[config.mk]
export PLATFORM = sky130hd
export DESIGN_NAME = apc_activity_power_control
export DESIGN_NICKNAME = d
export VERILOG_FILES = /design/src/logic/apc_activity_power_control.v
export VERILOG_INCLUDE_DIRS = /design/src /design/src/logic
export SDC_FILE = /design/constraint.sdc
export NUM_CORES = 1
export LEC_CHECK = 0
export ABC_CLOCK_PERIOD_IN_PS = 2200
export BUFFER_PORTS_ARGS = -buffer_cell sky130_fd_sc_hd__buf_2
export CAP_MARGIN = 20
export CORE_ASPECT_RATIO = 0.75
export CORE_MARGIN = 10
export CORE_UTILIZATION = 35
export DETAILED_ROUTE_END_ITERATION = 12
export HOLD_SLACK_MARGIN = 0.05
export PLACE_DENSITY_LB_ADDON = 0.12
export SLEW_MARGIN = 15
export SYNTH_ARGS = -nofsm -noshare
export SYNTH_HDL_FRONTEND = slang
export SYNTH_SLANG_ARGS = --single-unit
[constraint.sdc]
create_clock -name clk_in -period 2.2 [get_ports clk_in]
set_input_delay 0.11 -clock clk_in [delete_from_list [all_inputs] [get_ports clk_in]]
set_output_delay 0.11 -clock clk_in [all_outputs]
set_load 0.03 [all_outputs]
[src/logic/apc_defs.vh]
// register offsets, reset values, field positions and address ranges of the activity power control unit
`ifndef APC_DEFS_VH
`define APC_DEFS_VH

// register indices
`define APC_REG_STATUS        8'hc0
`define APC_REG_SUPPLY        8'hc1
`define APC_REG_PAT_ON        8'hc6
`define APC_REG_PAT_DOZE      8'hc7
`define APC_REG_PAT_SLEEP     8'hc8
`define APC_REG_PAT_SUSPEND   8'hc9
`define APC_REG_POLARITY      8'hca
`define APC_REG_SEQ           8'hd4
`define APC_REG_ACT_STATUS    8'hdb
`define APC_REG_ACT_ENABLE    8'he0
`define APC_REG_RANGE_LO_L    8'he1
`define APC_REG_RANGE_LO_H    8'he2
`define APC_REG_RANGE_HI_L    8'he3
`define APC_REG_RANGE_HI_H    8'he4

// reset values
`define APC_RST_PAT_ON        8'hfe
`define APC_RST_PAT_DOZE      8'hff
`define APC_RST_PAT_SLEEP     8'h0c
`define APC_RST_PAT_SUSPEND   8'h00
`define APC_RST_PAT_OFF       8'h00
`define APC_RST_POLARITY      8'h01
`define APC_RST_ACT_ENABLE    8'hff

// pattern, sequence enable and status off bit positions
`define APC_BIT_PANEL         0
`define APC_BIT_SYSTEM        2
`define APC_BIT_CARD          3
`define APC_BIT_RAM           7
`define APC_BIT_SEQ_ENABLE    0
`define APC_BIT_STATUS_OFF    2

// power states
`define APC_ST_ON             3'h0
`define APC_ST_DOZE           3'h1
`define APC_ST_SLEEP          3'h2
`define APC_ST_SUSPEND        3'h3
`define APC_ST_OFF            3'h4

// activity source bit positions
`define APC_SRC_LPT           0
`define APC_SRC_KBD           1
`define APC_SRC_RTC           2
`define APC_SRC_COM           3
`define APC_SRC_FDD           4
`define APC_SRC_HDD           5
`define APC_SRC_VIDEO         6
`define APC_SRC_PROG          7

// monitored i/o and memory ranges
`define APC_LPT1_LO           16'h0378
`define APC_LPT1_HI           16'h037f
`define APC_LPT2_LO           16'h0278
`define APC_LPT2_HI           16'h027f
`define APC_LPT3_LO           16'h03bc
`define APC_LPT3_HI           16'h03be
`define APC_KBD_PORT          16'h0060
`define APC_RTC_LO            16'h0070
`define APC_RTC_HI            16'h0071
`define APC_COM1_LO           16'h03f8
`define APC_COM1_HI           16'h03ff
`define APC_COM2_LO           16'h02f8
`define APC_COM2_HI           16'h02ff
`define APC_FDD_PORT          16'h03f5
`define APC_XTHD_LO           16'h0320
`define APC_XTHD_HI           16'h0323
`define APC_ATHD_LO           16'h01f0
`define APC_ATHD_HI           16'h01f8
`define APC_CGA_LO            20'hb8000
`define APC_CGA_HI            20'hbffff

`endif

[src/logic/apc_activity_power_control.v]
// activity monitor, power state manager and supply switch drivers
`timescale 1ns/1ns
`include "apc_defs.vh"

// Functional notes
// - printer port ranges count as activity
// - keyboard port counts on reads only
// - clock ports 70h/71h count as activity
// - both serial port ranges count as activity
// - floppy data port counts as activity
// - xt or at disk ports count
// - colour graphics memory accesses count
// - programmable i/o range counts as activity
// - internal clock register accesses do not count, except through the programmable i/o range
// - one 8-bit pattern register per state except off, which selects all zeros
// - pattern bits map to supply switches
// - pattern reset values fe ff 0c 00
// - per-bit polarity register, bit0 inverted default
// - panel and bias float after reset
// - panel power waits for sequence and video enable
// - system ram card always driven
// - status low bits read current state
// - writing state bits forces that state
// - alarm wakes off or suspend to on
// - five states controlling five supply blocks
// - registers locked until supply register read
module apc_activity_power_control (
    input  wire        clk_in,
    input  wire        rst_in,
    input  wire [7:0]  reg_addr_in,
    input  wire [7:0]  reg_wdata_in,
    input  wire        reg_wr_in,
    input  wire        reg_rd_in,
    output reg  [7:0]  reg_rdata_out,
    input  wire [15:0] io_addr_in,
    input  wire        io_rd_in,
    input  wire        io_wr_in,
    input  wire        io_internal_in,
    input  wire [19:0] mem_addr_in,
    input  wire        mem_access_in,
    input  wire        video_enable_in,
    input  wire        alarm_wake_in,
    input  wire        doze_expire_in,
    input  wire        sleep_expire_in,
    input  wire        off_request_in,
    output reg         activity_pulse_out,
    output wire [2:0]  power_state_out,
    output wire        regs_locked_out,
    output reg         panel_supply_switch_out,
    output reg         panel_supply_switch_oe_out,
    output reg         bias_supply_switch_out,
    output reg         bias_supply_switch_oe_out,
    output reg         system_supply_switch_out,
    output wire        system_supply_switch_oe_out,
    output reg         card_supply_switch_out,
    output wire        card_supply_switch_oe_out,
    output reg         ram_supply_switch_out,
    output wire        ram_supply_switch_oe_out
);

    // =====================================================================
    // helpers
    // =====================================================================
    function in_io_range;
        input [15:0] addr;
        input [15:0] lo;
        input [15:0] hi;
        begin
            in_io_range = (addr >= lo) && (addr <= hi);
        end
    endfunction

    // index match shared by several strobes
    function is_reg;
        input [7:0] addr;
        input [7:0] idx;
        begin
            is_reg = (addr == idx);
        end
    endfunction

    // =====================================================================
    // state and registers
    // =====================================================================
    // state codes
    localparam [2:0] ST_ON      = `APC_ST_ON;
    localparam [2:0] ST_DOZE    = `APC_ST_DOZE;
    localparam [2:0] ST_SLEEP   = `APC_ST_SLEEP;
    localparam [2:0] ST_SUSPEND = `APC_ST_SUSPEND;
    localparam [2:0] ST_OFF     = `APC_ST_OFF;

    reg  [2:0]  state;
    reg  [2:0]  next_state;
    reg  [7:0]  pat_on;
    reg  [7:0]  pat_doze;
    reg  [7:0]  pat_sleep;
    reg  [7:0]  pat_suspend;
    reg  [7:0]  polarity;
    reg         seq_enable;
    reg         seq_started;
    reg         polarity_set;
    reg         locked;

    reg  [7:0]  act_enable;
    reg  [7:0]  act_status;
    reg  [15:0] range_lo;
    reg  [15:0] range_hi;
    reg         hit_prev;

    reg  [7:0]  sel_pattern;
    reg  [7:0]  next_rdata;

    wire        io_cycle;
    wire        ext_io;
    wire [7:0]  hit;
    wire        any_hit;
    wire        wr_ok;
    wire        status_wr;
    wire        resume;
    wire [7:0]  drive;

    assign power_state_out             = state;
    assign regs_locked_out             = locked;
    assign system_supply_switch_oe_out = 1'b1;
    assign card_supply_switch_oe_out   = 1'b1;
    assign ram_supply_switch_oe_out    = 1'b1;

    // =====================================================================
    // activity monitor
    // =====================================================================
    assign io_cycle = io_rd_in | io_wr_in;
    // internal clock register cycles are not visible as external bus accesses
    assign ext_io   = io_cycle & ~io_internal_in;

    assign hit[`APC_SRC_LPT]   = io_cycle & (in_io_range(io_addr_in, `APC_LPT1_LO, `APC_LPT1_HI) |
                                             in_io_range(io_addr_in, `APC_LPT2_LO, `APC_LPT2_HI) |
                                             in_io_range(io_addr_in, `APC_LPT3_LO, `APC_LPT3_HI));
    assign hit[`APC_SRC_KBD]   = io_rd_in & (io_addr_in == `APC_KBD_PORT);
    assign hit[`APC_SRC_RTC]   = ext_io & in_io_range(io_addr_in, `APC_RTC_LO, `APC_RTC_HI);
    assign hit[`APC_SRC_COM]   = io_cycle & (in_io_range(io_addr_in, `APC_COM1_LO, `APC_COM1_HI) |
                                             in_io_range(io_addr_in, `APC_COM2_LO, `APC_COM2_HI));
    assign hit[`APC_SRC_FDD]   = io_cycle & (io_addr_in == `APC_FDD_PORT);
    assign hit[`APC_SRC_HDD]   = io_cycle & (in_io_range(io_addr_in, `APC_XTHD_LO, `APC_XTHD_HI) |
                                             in_io_range(io_addr_in, `APC_ATHD_LO, `APC_ATHD_HI));
    assign hit[`APC_SRC_VIDEO] = mem_access_in & (mem_addr_in >= `APC_CGA_LO) &
                                 (mem_addr_in <= `APC_CGA_HI);
    assign hit[`APC_SRC_PROG]  = io_cycle & in_io_range(io_addr_in, range_lo, range_hi);

    assign any_hit = |(hit & act_enable);

    // a strobe held over several cycles still yields a single pulse
    always @(posedge clk_in) begin
        if (rst_in) begin
            hit_prev           <= 1'b0;
            activity_pulse_out <= 1'b0;
        end else begin
            hit_prev           <= any_hit;
            activity_pulse_out <= any_hit & ~hit_prev;
        end
    end

    // =====================================================================
    // register port
    // =====================================================================
    assign wr_ok     = reg_wr_in & ~locked;
    assign status_wr = wr_ok & is_reg(reg_addr_in, `APC_REG_STATUS);
    // resume re-arms the write lock
    assign resume    = (state == ST_SUSPEND || state == ST_OFF) && (next_state == ST_ON);

    always @(posedge clk_in) begin
        if (rst_in) begin
            pat_on       <= `APC_RST_PAT_ON;
            pat_doze     <= `APC_RST_PAT_DOZE;
            pat_sleep    <= `APC_RST_PAT_SLEEP;
            pat_suspend  <= `APC_RST_PAT_SUSPEND;
            polarity     <= `APC_RST_POLARITY;
            polarity_set <= 1'b0;
            seq_enable   <= 1'b0;
            act_enable   <= `APC_RST_ACT_ENABLE;
            // empty range until programmed
            range_lo     <= 16'hffff;
            range_hi     <= 16'h0000;
        end else if (wr_ok) begin
            case (reg_addr_in)
                `APC_REG_PAT_ON:      pat_on      <= reg_wdata_in;
                `APC_REG_PAT_DOZE:    pat_doze    <= reg_wdata_in;
                `APC_REG_PAT_SLEEP:   pat_sleep   <= reg_wdata_in;
                `APC_REG_PAT_SUSPEND: pat_suspend <= reg_wdata_in;
                `APC_REG_POLARITY: begin
                    polarity     <= reg_wdata_in;
                    polarity_set <= 1'b1;
                end
                `APC_REG_SEQ:         seq_enable  <= reg_wdata_in[`APC_BIT_SEQ_ENABLE];
                `APC_REG_ACT_ENABLE:  act_enable  <= reg_wdata_in;
                `APC_REG_RANGE_LO_L:  range_lo[7:0]  <= reg_wdata_in;
                `APC_REG_RANGE_LO_H:  range_lo[15:8] <= reg_wdata_in;
                `APC_REG_RANGE_HI_L:  range_hi[7:0]  <= reg_wdata_in;
                `APC_REG_RANGE_HI_H:  range_hi[15:8] <= reg_wdata_in;
                default: begin
                end
            endcase
        end
    end

    // sticky activity flags: a new hit beats a write-one clear
    always @(posedge clk_in) begin
        if (rst_in) begin
            act_status <= 8'h00;
        end else if (wr_ok && is_reg(reg_addr_in, `APC_REG_ACT_STATUS)) begin
            act_status <= (act_status & ~reg_wdata_in) | (hit & act_enable);
        end else begin
            act_status <= act_status | (hit & act_enable);
        end
    end

    // lock: set at reset and on every resume from suspend or off
    always @(posedge clk_in) begin
        if (rst_in) begin
            locked <= 1'b1;
        end else if (resume) begin
            locked <= 1'b1;
        end else if (reg_rd_in && is_reg(reg_addr_in, `APC_REG_SUPPLY)) begin
            locked <= 1'b0;
        end
    end

    always @* begin
        next_rdata = 8'h00;
        case (reg_addr_in)
            `APC_REG_STATUS:      next_rdata = {5'h00, state == ST_OFF, state[1:0]};
            `APC_REG_SUPPLY:      next_rdata = sel_pattern;
            `APC_REG_PAT_ON:      next_rdata = pat_on;
            `APC_REG_PAT_DOZE:    next_rdata = pat_doze;
            `APC_REG_PAT_SLEEP:   next_rdata = pat_sleep;
            `APC_REG_PAT_SUSPEND: next_rdata = pat_suspend;
            `APC_REG_POLARITY:    next_rdata = polarity;
            `APC_REG_SEQ:         next_rdata = {7'h00, seq_enable};
            `APC_REG_ACT_STATUS:  next_rdata = act_status;
            `APC_REG_ACT_ENABLE:  next_rdata = act_enable;
            `APC_REG_RANGE_LO_L:  next_rdata = range_lo[7:0];
            `APC_REG_RANGE_LO_H:  next_rdata = range_lo[15:8];
            `APC_REG_RANGE_HI_L:  next_rdata = range_hi[7:0];
            `APC_REG_RANGE_HI_H:  next_rdata = range_hi[15:8];
            default:              next_rdata = 8'h00;
        endcase
    end

    always @(posedge clk_in) begin
        if (rst_in) begin
            reg_rdata_out <= 8'h00;
        end else if (reg_rd_in) begin
            reg_rdata_out <= next_rdata;
        end else begin
            reg_rdata_out <= 8'h00;
        end
    end

    // =====================================================================
    // power state machine
    // =====================================================================
    always @* begin
        next_state = state;
        if (status_wr) begin
            // software forcing has priority over hardware events
            if (reg_wdata_in[`APC_BIT_STATUS_OFF]) begin
                next_state = ST_OFF;
            end else begin
                next_state = {1'b0, reg_wdata_in[1:0]};
            end
        end else begin
            case (state)
                ST_ON: begin
                    if (off_request_in) begin
                        next_state = ST_OFF;
                    end else if (doze_expire_in && !activity_pulse_out) begin
                        next_state = ST_DOZE;
                    end
                end

                ST_DOZE: begin
                    if (off_request_in) begin
                        next_state = ST_OFF;
                    end else if (activity_pulse_out) begin
                        next_state = ST_ON;
                    end else if (sleep_expire_in) begin
                        next_state = ST_SLEEP;
                    end
                end

                ST_SLEEP: begin
                    if (off_request_in) begin
                        next_state = ST_OFF;
                    end else if (activity_pulse_out) begin
                        next_state = ST_ON;
                    end
                end

                ST_SUSPEND: begin
                    if (alarm_wake_in) begin
                        next_state = ST_ON;
                    end else if (off_request_in) begin
                        next_state = ST_OFF;
                    end
                end

                ST_OFF: begin
                    if (alarm_wake_in) begin
                        next_state = ST_ON;
                    end
                end
                default: next_state = ST_ON;
            endcase
        end
    end

    always @(posedge clk_in) begin
        if (rst_in) begin
            state <= ST_ON;
        end else begin
            state <= next_state;
        end
    end

    // =====================================================================
    // supply switch outputs
    // =====================================================================
    always @* begin
        case (state)
            ST_ON:      sel_pattern = pat_on;
            ST_DOZE:    sel_pattern = pat_doze;
            ST_SLEEP:   sel_pattern = pat_sleep;
            ST_SUSPEND: sel_pattern = pat_suspend;
            // off and stray codes drive all zeros
            default:    sel_pattern = `APC_RST_PAT_OFF;
        endcase
    end

    // panel stays logically off until sequencing has been armed once
    always @(posedge clk_in) begin
        if (rst_in) begin
            seq_started <= 1'b0;
        end else if (seq_enable && video_enable_in) begin
            seq_started <= 1'b1;
        end
    end

    // polarity last: low-true switches keep their pattern
    assign drive = {sel_pattern[7:1], sel_pattern[0] & seq_started} ^ polarity;

    // registered from the state flop, so pins move one cycle after a state change
    always @(posedge clk_in) begin
        if (rst_in) begin
            panel_supply_switch_out    <= 1'b0;
            panel_supply_switch_oe_out <= 1'b0;
            bias_supply_switch_out     <= 1'b0;
            bias_supply_switch_oe_out  <= 1'b0;
            system_supply_switch_out   <= 1'b0;
            card_supply_switch_out     <= 1'b0;
            ram_supply_switch_out      <= 1'b0;
        end else begin
            panel_supply_switch_out    <= drive[`APC_BIT_PANEL];
            panel_supply_switch_oe_out <= polarity_set;
            bias_supply_switch_out     <= drive[`APC_BIT_PANEL];
            bias_supply_switch_oe_out  <= polarity_set;
            system_supply_switch_out   <= drive[`APC_BIT_SYSTEM];
            card_supply_switch_out     <= drive[`APC_BIT_CARD];
            ram_supply_switch_out      <= drive[`APC_BIT_RAM];
        end
    end

endmodule

==> results of run 1 <==
[cell type report]
class | instances | area [um^2] | share of cell area
well taps | 236 | 295.3 | 0.04135
inverters | 45 | 168.9 | 0.02365
clock buffers | 11 | 252.7 | 0.03539
multi-input cells | 522 | 3522 | 0.4932
repair buffers | 102 | 635.6 | 0.08900
flip-flops and latches | 110 | 2203 | 0.3085
clock inverters | 5 | 63.81 | 0.008935
[flip-flops by register name, summed over array words and instances (netlist names), 3 cells and up]
register and count:
pat_on 8, power_state_out 3, pat_sleep 8, act_enable 8, range_hi 16, polarity 8
reg_rdata_out 8, pat_suspend 8, act_status 8, range_lo 16, pat_doze 8
[worst min path at each step]
stage / end / slack (ns)
floorplan: range_lo[15] / 0.23
global placement: seq_started / 0.34
detailed placement: seq_started / 0.36
CTS: range_lo[15] / 0.06
global route: range_lo[15] / 0.06
finish: range_lo[15] / 0.07
[power groups by stage]
| stage | clock (mW) | combinational [mW] | sequential (mW) |
|---|---|---|---|
| after global placement | 0 | 0.395 | 2.05 |
| after global routing | 1.85 | 0.448 | 2.01 |
| final | 1.74 | 0.411 | 2.01 |
| after CTS | 1.76 | 0.407 | 2.01 |
| after detailed placement | 0 | 0.402 | 2.05 |
| after floorplan | 0 | 0.218 | 2.07 |
[through the flow]
step	std cells	power, mW
finish	1031	4.152
global route	1031	4.305
CTS	1031	4.171
detailed placement	1013	2.455
global placement	1013	2.448
floorplan	731	2.285
[Yosys cell counts (19+ instances only)]
cell type	number	area, um^2
dfxtp_1	110	2202
nor2_1	92	345.3
nand2_1	65	244.0
a21oi_1	59	295.3
inv_1	44	165.2
ha_1	32	400.4
nand3_1	32	160.2
o211ai_1	26	195.2
clkbuf_1	22	82.58
o21ai_0	22	110.1
buf_2	21	105.1
a211o_1	19	166.4
[per-layer routing]
layer / track usage / vias up / wire [um]
met5: 0 / - / 0
met4: 0.02532 / 0 / 149
met3: 0.03593 / 12 / 1414
met1: 0.2520 / 2767 / 10290
met2: 0.2731 / 203 / 8997
li1: - / 2756 / -
[timing repair]
action	4_1_cts	5_1_grt
hold endpoints to repair	3	0
resized for setup	0	6
hold buffers	2	0
setup endpoints to repair	0	3
[cells in the final DEF, fill, tap and decap left out, types with 3 or more instances in the layout]
master	count
nor4_1	3
nor2_1	92
a221oi_1	5
mux2_2	4
inv_6	3
o211ai_1	26
nand4_1	10
a211o_1	19
a22o_1	7
mux4_2	13
nand3_1	32
buf_2	69
clkbuf_16	9
nor2b_1	10
and2_1	3
mux2i_1	11
dfxtp_1	109
and4_1	3
nor4_2	4
nand2b_1	7
nand3b_1	5
buf_12	3
a31oi_1	9
ha_1	31
and3_1	7
conb_1	3
and4b_1	3
a22oi_1	13
inv_1	44
o21ai_0	21
buf_4	28
nand2_1	65
a21oi_1	59
nor3_1	4
a32oi_1	4
[critical path, cell delays in order, from the launching register on]
cell	delay [ns]
dfxtp_1	0.37
inv_1	0.09
ha_1	0.32
nand4_1	0.23
nor4_2	0.35
a21boi_1	0.24
o31ai_2	0.11
o41ai_2	0.08
a21oi_1	0.11
[kinds of logic after synthesis]
logic type	after synthesis	synth area share
buffers and inverters	99	0.07105
AOI/OAI and AO/OA	190	0.2109
other	1	0.0006119
muxes	28	0.07309
DFF	110	0.3593
adders and majority gates	32	0.06533
xor gates and xnor gates	4	0.005718
and+or+nand+nor	265	0.2140
==> out/summary.json, run 1 <==
{
  "critPathMaxFanout": 3,
  "final.min_clock_period_ns": 2.048,
  "die_w_um": 172.8,
  "antenna_violations_before_repair": 0,
  "yosys.cell_types.count": 71,
  "finalSetupTns_ns": 0,
  "report.final.slew_viol_count": 0,
  "crit_path_start_kind": "register",
  "vert_die_dim_um": 134.6,
  "drive_above_1_share": 0.1887,
  "place.gp.congestion": 0.8684,
  "share_clk_of_total_power": 0.418,
  "seq_pwr_share": 0.483,
  "drt_pre_antenna_iters": 7,
  "placement.io_buffers": 69,
  "synthesis.area_per_instance_um2": 8.407,
  "power.combinational.fraction": 0.099,
  "initial_utilization": 0.3609,
  "clk_path_buf_depth": 2,
  "worst-r2r-cell-count": 8,
  "floorplan.rows": 41,
  "final.fill_count": 1714,
  "p_leak_nw": 2.958,
  "grt_pass1_vias": 5754,
  "overflow": 0,
  "drt_iter0_drc": 551,
  "slew_at_the_pin_with_the_worst_max_slew_slack_ns": 0.9922,
  "ant_nets": 0,
  "cts.reportedPaths.clkPinSlew_ns": 0.08,
  "critPathLaunch": "range_hi[11]",
  "maxSlewHeadroom": 0.3378,
  "fin_area_um2": 7142,
  "power_density_nw_per_um2": 581.3,
  "floorplan.core_area_um2": 16980,
  "period_share": 0.9311,
  "utilization": 0.4206,
  "netlist_area_um2": 6128,
  "clock-skew-final_ns": 0.008487,
  "final-setup-viol-count": 0,
  "final_critical_path_setup_slack_ns": 0.1516,
  "endpoint": "hit_prev",
  "min_path_cells": 2,
  "largest_net_degree_at_the_start_of_global_routing": 60,
  "timing_hold_violations_final": 0,
  "p_int_mw": 3.099,
  "worst_r2r_startpoint": "range_hi[11]",
  "syn_inst": 729,
  "vdd_ir_drop_max_mv": 0.4576,
  "postCtsSetupBuffers": 0,
  "yosysWarningCount": 0,
  "setup.worst_path.end_class": "register",
  "rsz_0062_raised_after_global_routing": "no",
  "regToRegSetupSlack_ns": 0.15,
  "clock.fmax_mhz": 488.2,
  "power.net_switching_mw": 1.052,
  "route.vias.total": 5738,
  "run_status": "finished, final reports clean",
  "synth-seq-area-share": 0.3593,
  "holdWs_ns": 0.06885,
  "reg2reg_to": "hit_prev",
  "h-tree-depth": 3,
  "cts.sink_count": 110,
  "vias_per_std_cell": 5.565,
  "cp_data_arrival_time_ns": 2.26,
  "ys_ff_latch": 110,
  "clock_tree.root_cell": "clkbuf_16",
  "io_pins": 88,
  "dp_hpwl_um": 16000,
  "tritoncts.num_buffers": 9,
  "crit_path_category": "reg2reg",
  "wl_um": 20850,
  "sw_frac_of_total": 0.2535,
  "cap_violations": 0,
  "fin_nets": 887,
  "clock_tree_from_tritoncts": "built",
  "routedWlPerCell_um": 20.23,
  "synth_async_sr_flop_share": 0,
  "antennaDiodeCount": 0,
  "hold_path_startpoint": "reg_wdata_in[7]",
  "areaGrowthSynthToFinish_pct": 16.54,
  "post-route-drc-count": 0,
  "gr-usage-all-layers": 0.1765,
  "place_ws_ns": 0.1431,
  "ys.flop_type": "dfxtp_1",
  "design.die.area_um2": 23260,
  "placement.cell_area_um2": 6780,
  "worst_skew_pair.late_latency_ns": 0.35,
  "timing.critical_path.required_ns": 2.41,
  "holdCritPathClass": "in2reg",
  "synth_enable_flop_cells": 0,
  "wire_length_of_the_first_global_routing_pass_um": 33000
}
Power figures use the tool's default switching activity.
==> inputs of run 2 (changes only) <==
--- a/config.mk
+++ b/config.mk
@@ -11,7 +11,7 @@
 export CAP_MARGIN = 20
 export CORE_ASPECT_RATIO = 0.75
 export CORE_MARGIN = 10
-export CORE_UTILIZATION = 35
+export CORE_UTILIZATION = 36
 export DETAILED_ROUTE_END_ITERATION = 12
 export HOLD_SLACK_MARGIN = 0.05
 export PLACE_DENSITY_LB_ADDON = 0.12
==> run 2 against run 1 <==
First-iteration DRC count increased by 5.4%. Critical path depth increased by 1. Via count increased by 1.6%. Die area decreased by 2.4%. Global-route usage increased by 1.1 points. Register-to-register slack got worse by 0.02 ns. Non-clock buffer count increased by 10. Critical endpoint unchanged. Largest cell class unchanged.
==> out/summary.json, run 2 (synthesis results as in run 1) <==
{
  "holdCritPathClass": "in2reg",
  "gr-usage-all-layers": 0.1874,
  "hold_path_startpoint": "reg_wdata_in[5]",
  "wire_length_of_the_first_global_routing_pass_um": 33510,
  "die_w_um": 170.7,
  "inst_count_dp": 1001,
  "ant_nets": 0,
  "post-route-drc-count": 0,
  "maxSlewHeadroom": 0.6481,
  "timing_hold_violations_final": 0,
  "clock.fmax_mhz": 482.8,
  "routedWlPerCell_um": 20.77,
  "cts.sink_count": 110,
  "h-tree-depth": 3,
  "crit_path_category": "reg2reg",
  "largest_net_degree_at_the_start_of_global_routing": 29,
  "most-common-layout-cells": "dfxtp_1 (109), nor2_1 (92), buf_2 (69), nand2_1 (65), a21oi_1 (59)",
  "worst_skew_pair.late_latency_ns": 0.36,
  "post_route_non_filler_standard_cell_count": 1020,
  "cap_violations": 0,
  "regToRegSetupSlack_ns": 0.13,
  "p_leak_nw": 3.000,
  "utilization": 0.4280,
  "setup.worst_path.end_class": "register",
  "largestRegisters": "range_hi x16, range_lo x16",
  "clock_tree_from_tritoncts": "built",
  "overflow": 0,
  "crit_path_start_kind": "register",
  "vias_per_std_cell": 5.716,
  "tritoncts.num_buffers": 9,
  "route.vias.total": 5830,
  "vdd_ir_drop_max_mv": 0.3102,
  "initial_utilization": 0.3653,
  "clk_path_buf_depth": 2,
  "reg2reg_to": "hit_prev",
  "design.die.area_um2": 22700,
  "run_status": "finished, final reports clean",
  "dp_hpwl_um": 16310,
  "final.fill_count": 1698,
  "drt_iter0_drc": 581,
  "grt_pass1_vias": 5761,
  "placement.io_buffers": 69,
  "wl_um": 21190,
  "place.gp.congestion": 0.8897,
  "cp_data_arrival_time_ns": 2.30,
  "worst_r2r_startpoint": "range_hi[11]",
  "io_pins": 88,
  "critPathMaxFanout": 3,
  "slew_at_the_pin_with_the_worst_max_slew_slack_ns": 0.5262,
  "vert_die_dim_um": 133.0,
  "clock-skew-final_ns": 0.009281,
  "final.min_clock_period_ns": 2.071,
  "clock_tree.root_cell": "clkbuf_16",
  "hold-path-endpoint": "pat_sleep[5]",
  "antenna_violations_before_repair": 0,
  "worst-r2r-cell-count": 9,
  "layout_commonest_cell": "dfxtp_1",
  "period_share": 0.9416,
  "areaGrowthSynthToFinish_pct": 17.15,
  "drt_pre_antenna_iters": 6,
  "report.final.slew_viol_count": 0,
  "floorplan.rows": 41,
  "fin_nets": 897,
  "fin_area_um2": 7179,
  "placement.cell_area_um2": 6809,
  "power_density_nw_per_um2": 580.3,
  "drive_above_1_share": 0.2000,
  "cts.reportedPaths.clkPinSlew_ns": 0.08,
  "timing.critical_path.required_ns": 2.43,
  "min_path_cells": 3,
  "final-setup-viol-count": 0,
  "floorplan.core_area_um2": 16770,
  "antennaDiodeCount": 0
}
## run 2: changes by cell type in the layout (fill, tap and decap cells not counted)
cell	delta
a31oi_1	-1
a31oi_2	+1
buf_12	-1
buf_4	+11
clkbuf_8	-2
inv_8	+2
## run 2: per-stage QoR
stage	worst slack, ns	hold slack, ns	TNS, ns	power (mW)
after floorplan	0.2618	0.2278	0	2.285
after global placement	0.1473	0.3409	0	2.453
after detailed placement	0.1077	0.3651	0	2.460
after CTS	0.08834	0.06083	0	4.194
after global routing	-0.005855	0.06702	-0.005855	4.317
final	0.1286	0.06637	0	4.166
## run 2: final cells by class
cell class                      instances  area [um^2]  area share
Clock inverter                          7        86.33     0.01203
Tap cell                              215        269.0     0.03747
Sequential cell                       110         2203      0.3069
Clock buffer                            9        225.2     0.03137
Multi-Input combinational cell        522         3528      0.4915
Inverter                               45        168.9     0.02353
Timing Repair Buffer                  112        698.2     0.09725
## run 2: worst max-delay path, stage by stage (launching register included)
cell,delay [ns]
dfxtp_1,0.38
inv_1,0.09
ha_1,0.32
nand4_1,0.20
nor4_2,0.34
a21boi_1,0.23
o31ai_2,0.10
o41ai_2,0.05
buf_4,0.17
a21oi_1,0.06
## run 2: worst max path at each step
stage               cells past startpoint  slack, ns                 end                from
floorplan                               6       0.26     regs_locked_out  power_state_out[0]
detailed placement                      8       0.11            hit_prev         range_lo[2]
global placement                        8       0.15  activity_pulse_out         range_lo[2]
finish                                  9       0.13            hit_prev        range_hi[11]
CTS                                     8       0.09            hit_prev         range_lo[2]
global route                            9     -0.006            hit_prev        range_hi[11]
## run 2: power by group
part	switching, mW	total [mW]	internal [mW]
clock	0.829	1.74	0.914
sequential	0.00833	2.01	2.00
combinational	0.270	0.418	0.148
total	1.11	4.17	3.06
## run 2: what timing repair did
action / in CTS / in global routing
hold endpoints to repair: 3 / 0
endpoints found under the setup margin: 0 / 3
resized for setup: 0 / 7
setup buffers: 0 / 1
hold buffers: 2 / 0
## run 2: routing by layer
metal,up-vias,part of all wire,global-route usage
li1,2775,-,-
met1,2803,0.49,0.2674
met2,235,0.43,0.2834
met3,17,0.074,0.03447
met4,0,0.012,0.04327
met5,-,0,0
==> inputs of run 3 (changes only) <==
--- a/config.mk
+++ b/config.mk
@@ -6,7 +6,7 @@
 export SDC_FILE = /design/constraint.sdc
 export NUM_CORES = 1
 export LEC_CHECK = 0
-export ABC_CLOCK_PERIOD_IN_PS = 2200
+export ABC_CLOCK_PERIOD_IN_PS = 1700
 export BUFFER_PORTS_ARGS = -buffer_cell sky130_fd_sc_hd__buf_2
 export CAP_MARGIN = 20
 export CORE_ASPECT_RATIO = 0.75
==> constraint.sdc (replaced) <==
create_clock -name clk_in -period 1.7 [get_ports clk_in]
set_input_delay 0.085 -clock clk_in [delete_from_list [all_inputs] [get_ports clk_in]]
set_output_delay 0.085 -clock clk_in [all_outputs]
set_load 0.03 [all_outputs]
==> run 3 against run 2 <==
The flow now finishes with violations (negative setup slack). Via count up 6.3%. First-iteration DRC count down 2.6%. Register-to-register slack worse by 0.30 ns. Sequential cell count unchanged. Clock power up 40%. Sequential share of layout area down 3.1 points. Final cell count up 8.8%. Sequential power up 29%.
==> out/summary.json, run 3 (synthesis results as in run 1) <==
{
  "run_status": "finished with violations",
  "failed_checks": "negative setup slack",
  "clock_tree_from_tritoncts": "built",
  "tritoncts.num_buffers": 9,
  "hold_path_startpoint": "reg_wdata_in[4]",
  "inst_count_dp": 1088,
  "place.gp.congestion": 0.9524,
  "design.die.area_um2": 22700,
  "hold-path-endpoint": "pat_sleep[4]",
  "worst_skew_pair.late_latency_ns": 0.36,
  "timing.critical_path.required_ns": 1.98,
  "drt_pre_antenna_iters": 7,
  "clk_path_buf_depth": 2,
  "ff_latch_area_um2": 2215,
  "largest_net_degree_at_the_start_of_global_routing": 61,
  "ant_nets": 0,
  "cap_violations": 0,
  "p_total_mw": 5.666,
  "clock-skew-final_ns": 0.01098,
  "vert_die_dim_um": 133.0,
  "placement.io_buffers": 69,
  "fin_area_um2": 8035,
  "overflow": 0,
  "final_critical_path_setup_slack_ns": -0.1712,
  "report.final.slew_viol_count": 0,
  "crit_path_category": "reg2reg",
  "slew_at_the_pin_with_the_worst_max_slew_slack_ns": 0.5913,
  "vdd_ir_drop_max_mv": 0.3844,
  "floorplan.rows": 41,
  "worst_r2r_startpoint": "range_hi[11]",
  "final.fill_count": 1666,
  "post_route_non_filler_standard_cell_count": 1110,
  "finalSetupTns_ns": -0.4691,
  "post-route-drc-count": 0,
  "io_pins": 88,
  "routedWlPerCell_um": 20.23,
  "min_path_cells": 3,
  "wl_um": 22460,
  "die_w_um": 170.7,
  "critPathMaxFanout": 3,
  "crit_path_start_kind": "register",
  "cp_data_arrival_time_ns": 2.15,
  "initial_utilization": 0.3653,
  "vias_per_std_cell": 5.582,
  "clock_tree.root_cell": "clkbuf_16",
  "regToRegSetupSlack_ns": -0.17,
  "timing_hold_violations_final": 0,
  "antenna_violations_before_repair": 1,
  "drt_iter0_drc": 566,
  "placement.cell_area_um2": 7507,
  "holdCritPathClass": "in2reg",
  "worst-r2r-cell-count": 9,
  "gr-usage-all-layers": 0.1949,
  "h-tree-depth": 3,
  "cts.sink_count": 110,
  "layout_commonest_cell": "buf_4",
  "fin_nets": 987,
  "grt_pass1_vias": 6171,
  "clock.fmax_mhz": 534.4,
  "largestRegisters": "range_hi x16, range_lo x16",
  "reg2reg_to": "activity_pulse_out",
  "drive_above_1_share": 0.2975,
  "cts.reportedPaths.clkPinSlew_ns": 0.07,
  "place_ws_ns": -0.4298,
  "dp_hpwl_um": 17340,
  "maxSlewHeadroom": 0.6023,
  "areaGrowthSynthToFinish_pct": 31.11,
  "setup.worst_path.end_class": "register",
  "route.vias.total": 6196,
  "final.min_clock_period_ns": 1.871,
  "most-common-layout-cells": "buf_4 (121), dfxtp_1 (100), nor2_1 (92), buf_2 (69), nand2_1 (65)",
  "rsz_0062_raised_after_global_routing": "yes",
  "utilization": 0.4790,
  "period_share": 1.101,
  "p_leak_nw": 3.481,
  "floorplan.core_area_um2": 16770,
  "holdWs_ns": 0.06802,
  "wire_length_of_the_first_global_routing_pass_um": 34820,
  "multi_input_area_um2": 3618,
  "power_density_nw_per_um2": 705.2,
  "final-setup-viol-count": 3
}
==> run 3: worst max path at each step <==
stage,start,end,slack (ns),cells past startpoint
after floorplan,power_state_out[0],regs_locked_out,-0.09,6
after global placement,range_hi[14],activity_pulse_out,-0.34,9
after detailed placement,range_hi[10],activity_pulse_out,-0.43,9
after CTS,range_lo[2],activity_pulse_out,-0.31,9
after global routing,range_hi[11],activity_pulse_out,-0.24,9
final,range_hi[11],activity_pulse_out,-0.17,9
==> run 3: what timing repair did <==
item / in CTS / in global routing
cloned: 0 / 0
resized for setup: 13 / 15
pin swaps: 5 / 13
endpoints found under the hold margin: 9 / 0
setup endpoints to repair: 4 / 22
hold buffers: 6 / 0
setup buffers: 0 / 1
==> run 3: power by group <==
part	switching [mW]	internal, mW
Combinational	0.382	0.260
Clock	0.989	1.44
Sequential	0.00715	2.59
==> run 3: cell type report <==
class | instances | share of cell area
inverters | 45 | 0.02102
well taps | 215 | 0.03348
multi-input cells | 522 | 0.4503
flip-flops and latches | 110 | 0.2756
clock buffers | 10 | 0.02850
repair buffers | 202 | 0.1774
clock inverters | 5 | 0.01339
diodes | 1 | 0.0003114
==> run 3: per-layer routing <==
metal / vias up / part of all wire / GRT usage
met5: - / 0 / 0
met4: 0 / 0.011 / 0.04181
li1: 2965 / - / -
met2: 203 / 0.45 / 0.3072
met3: 16 / 0.065 / 0.04547
met1: 3012 / 0.47 / 0.2635
==> run 3: worst max-delay path, stage by stage (launching register included) <==
cell and delay (ns):
dfxtp_1 0.34, inv_1 0.05, ha_1 0.30, buf_4 0.15, a21oi_1 0.13, o21a_1 0.17
o2bb2ai_1 0.11, o31ai_4 0.23, o41ai_4 0.14, a211oi_2 0.18
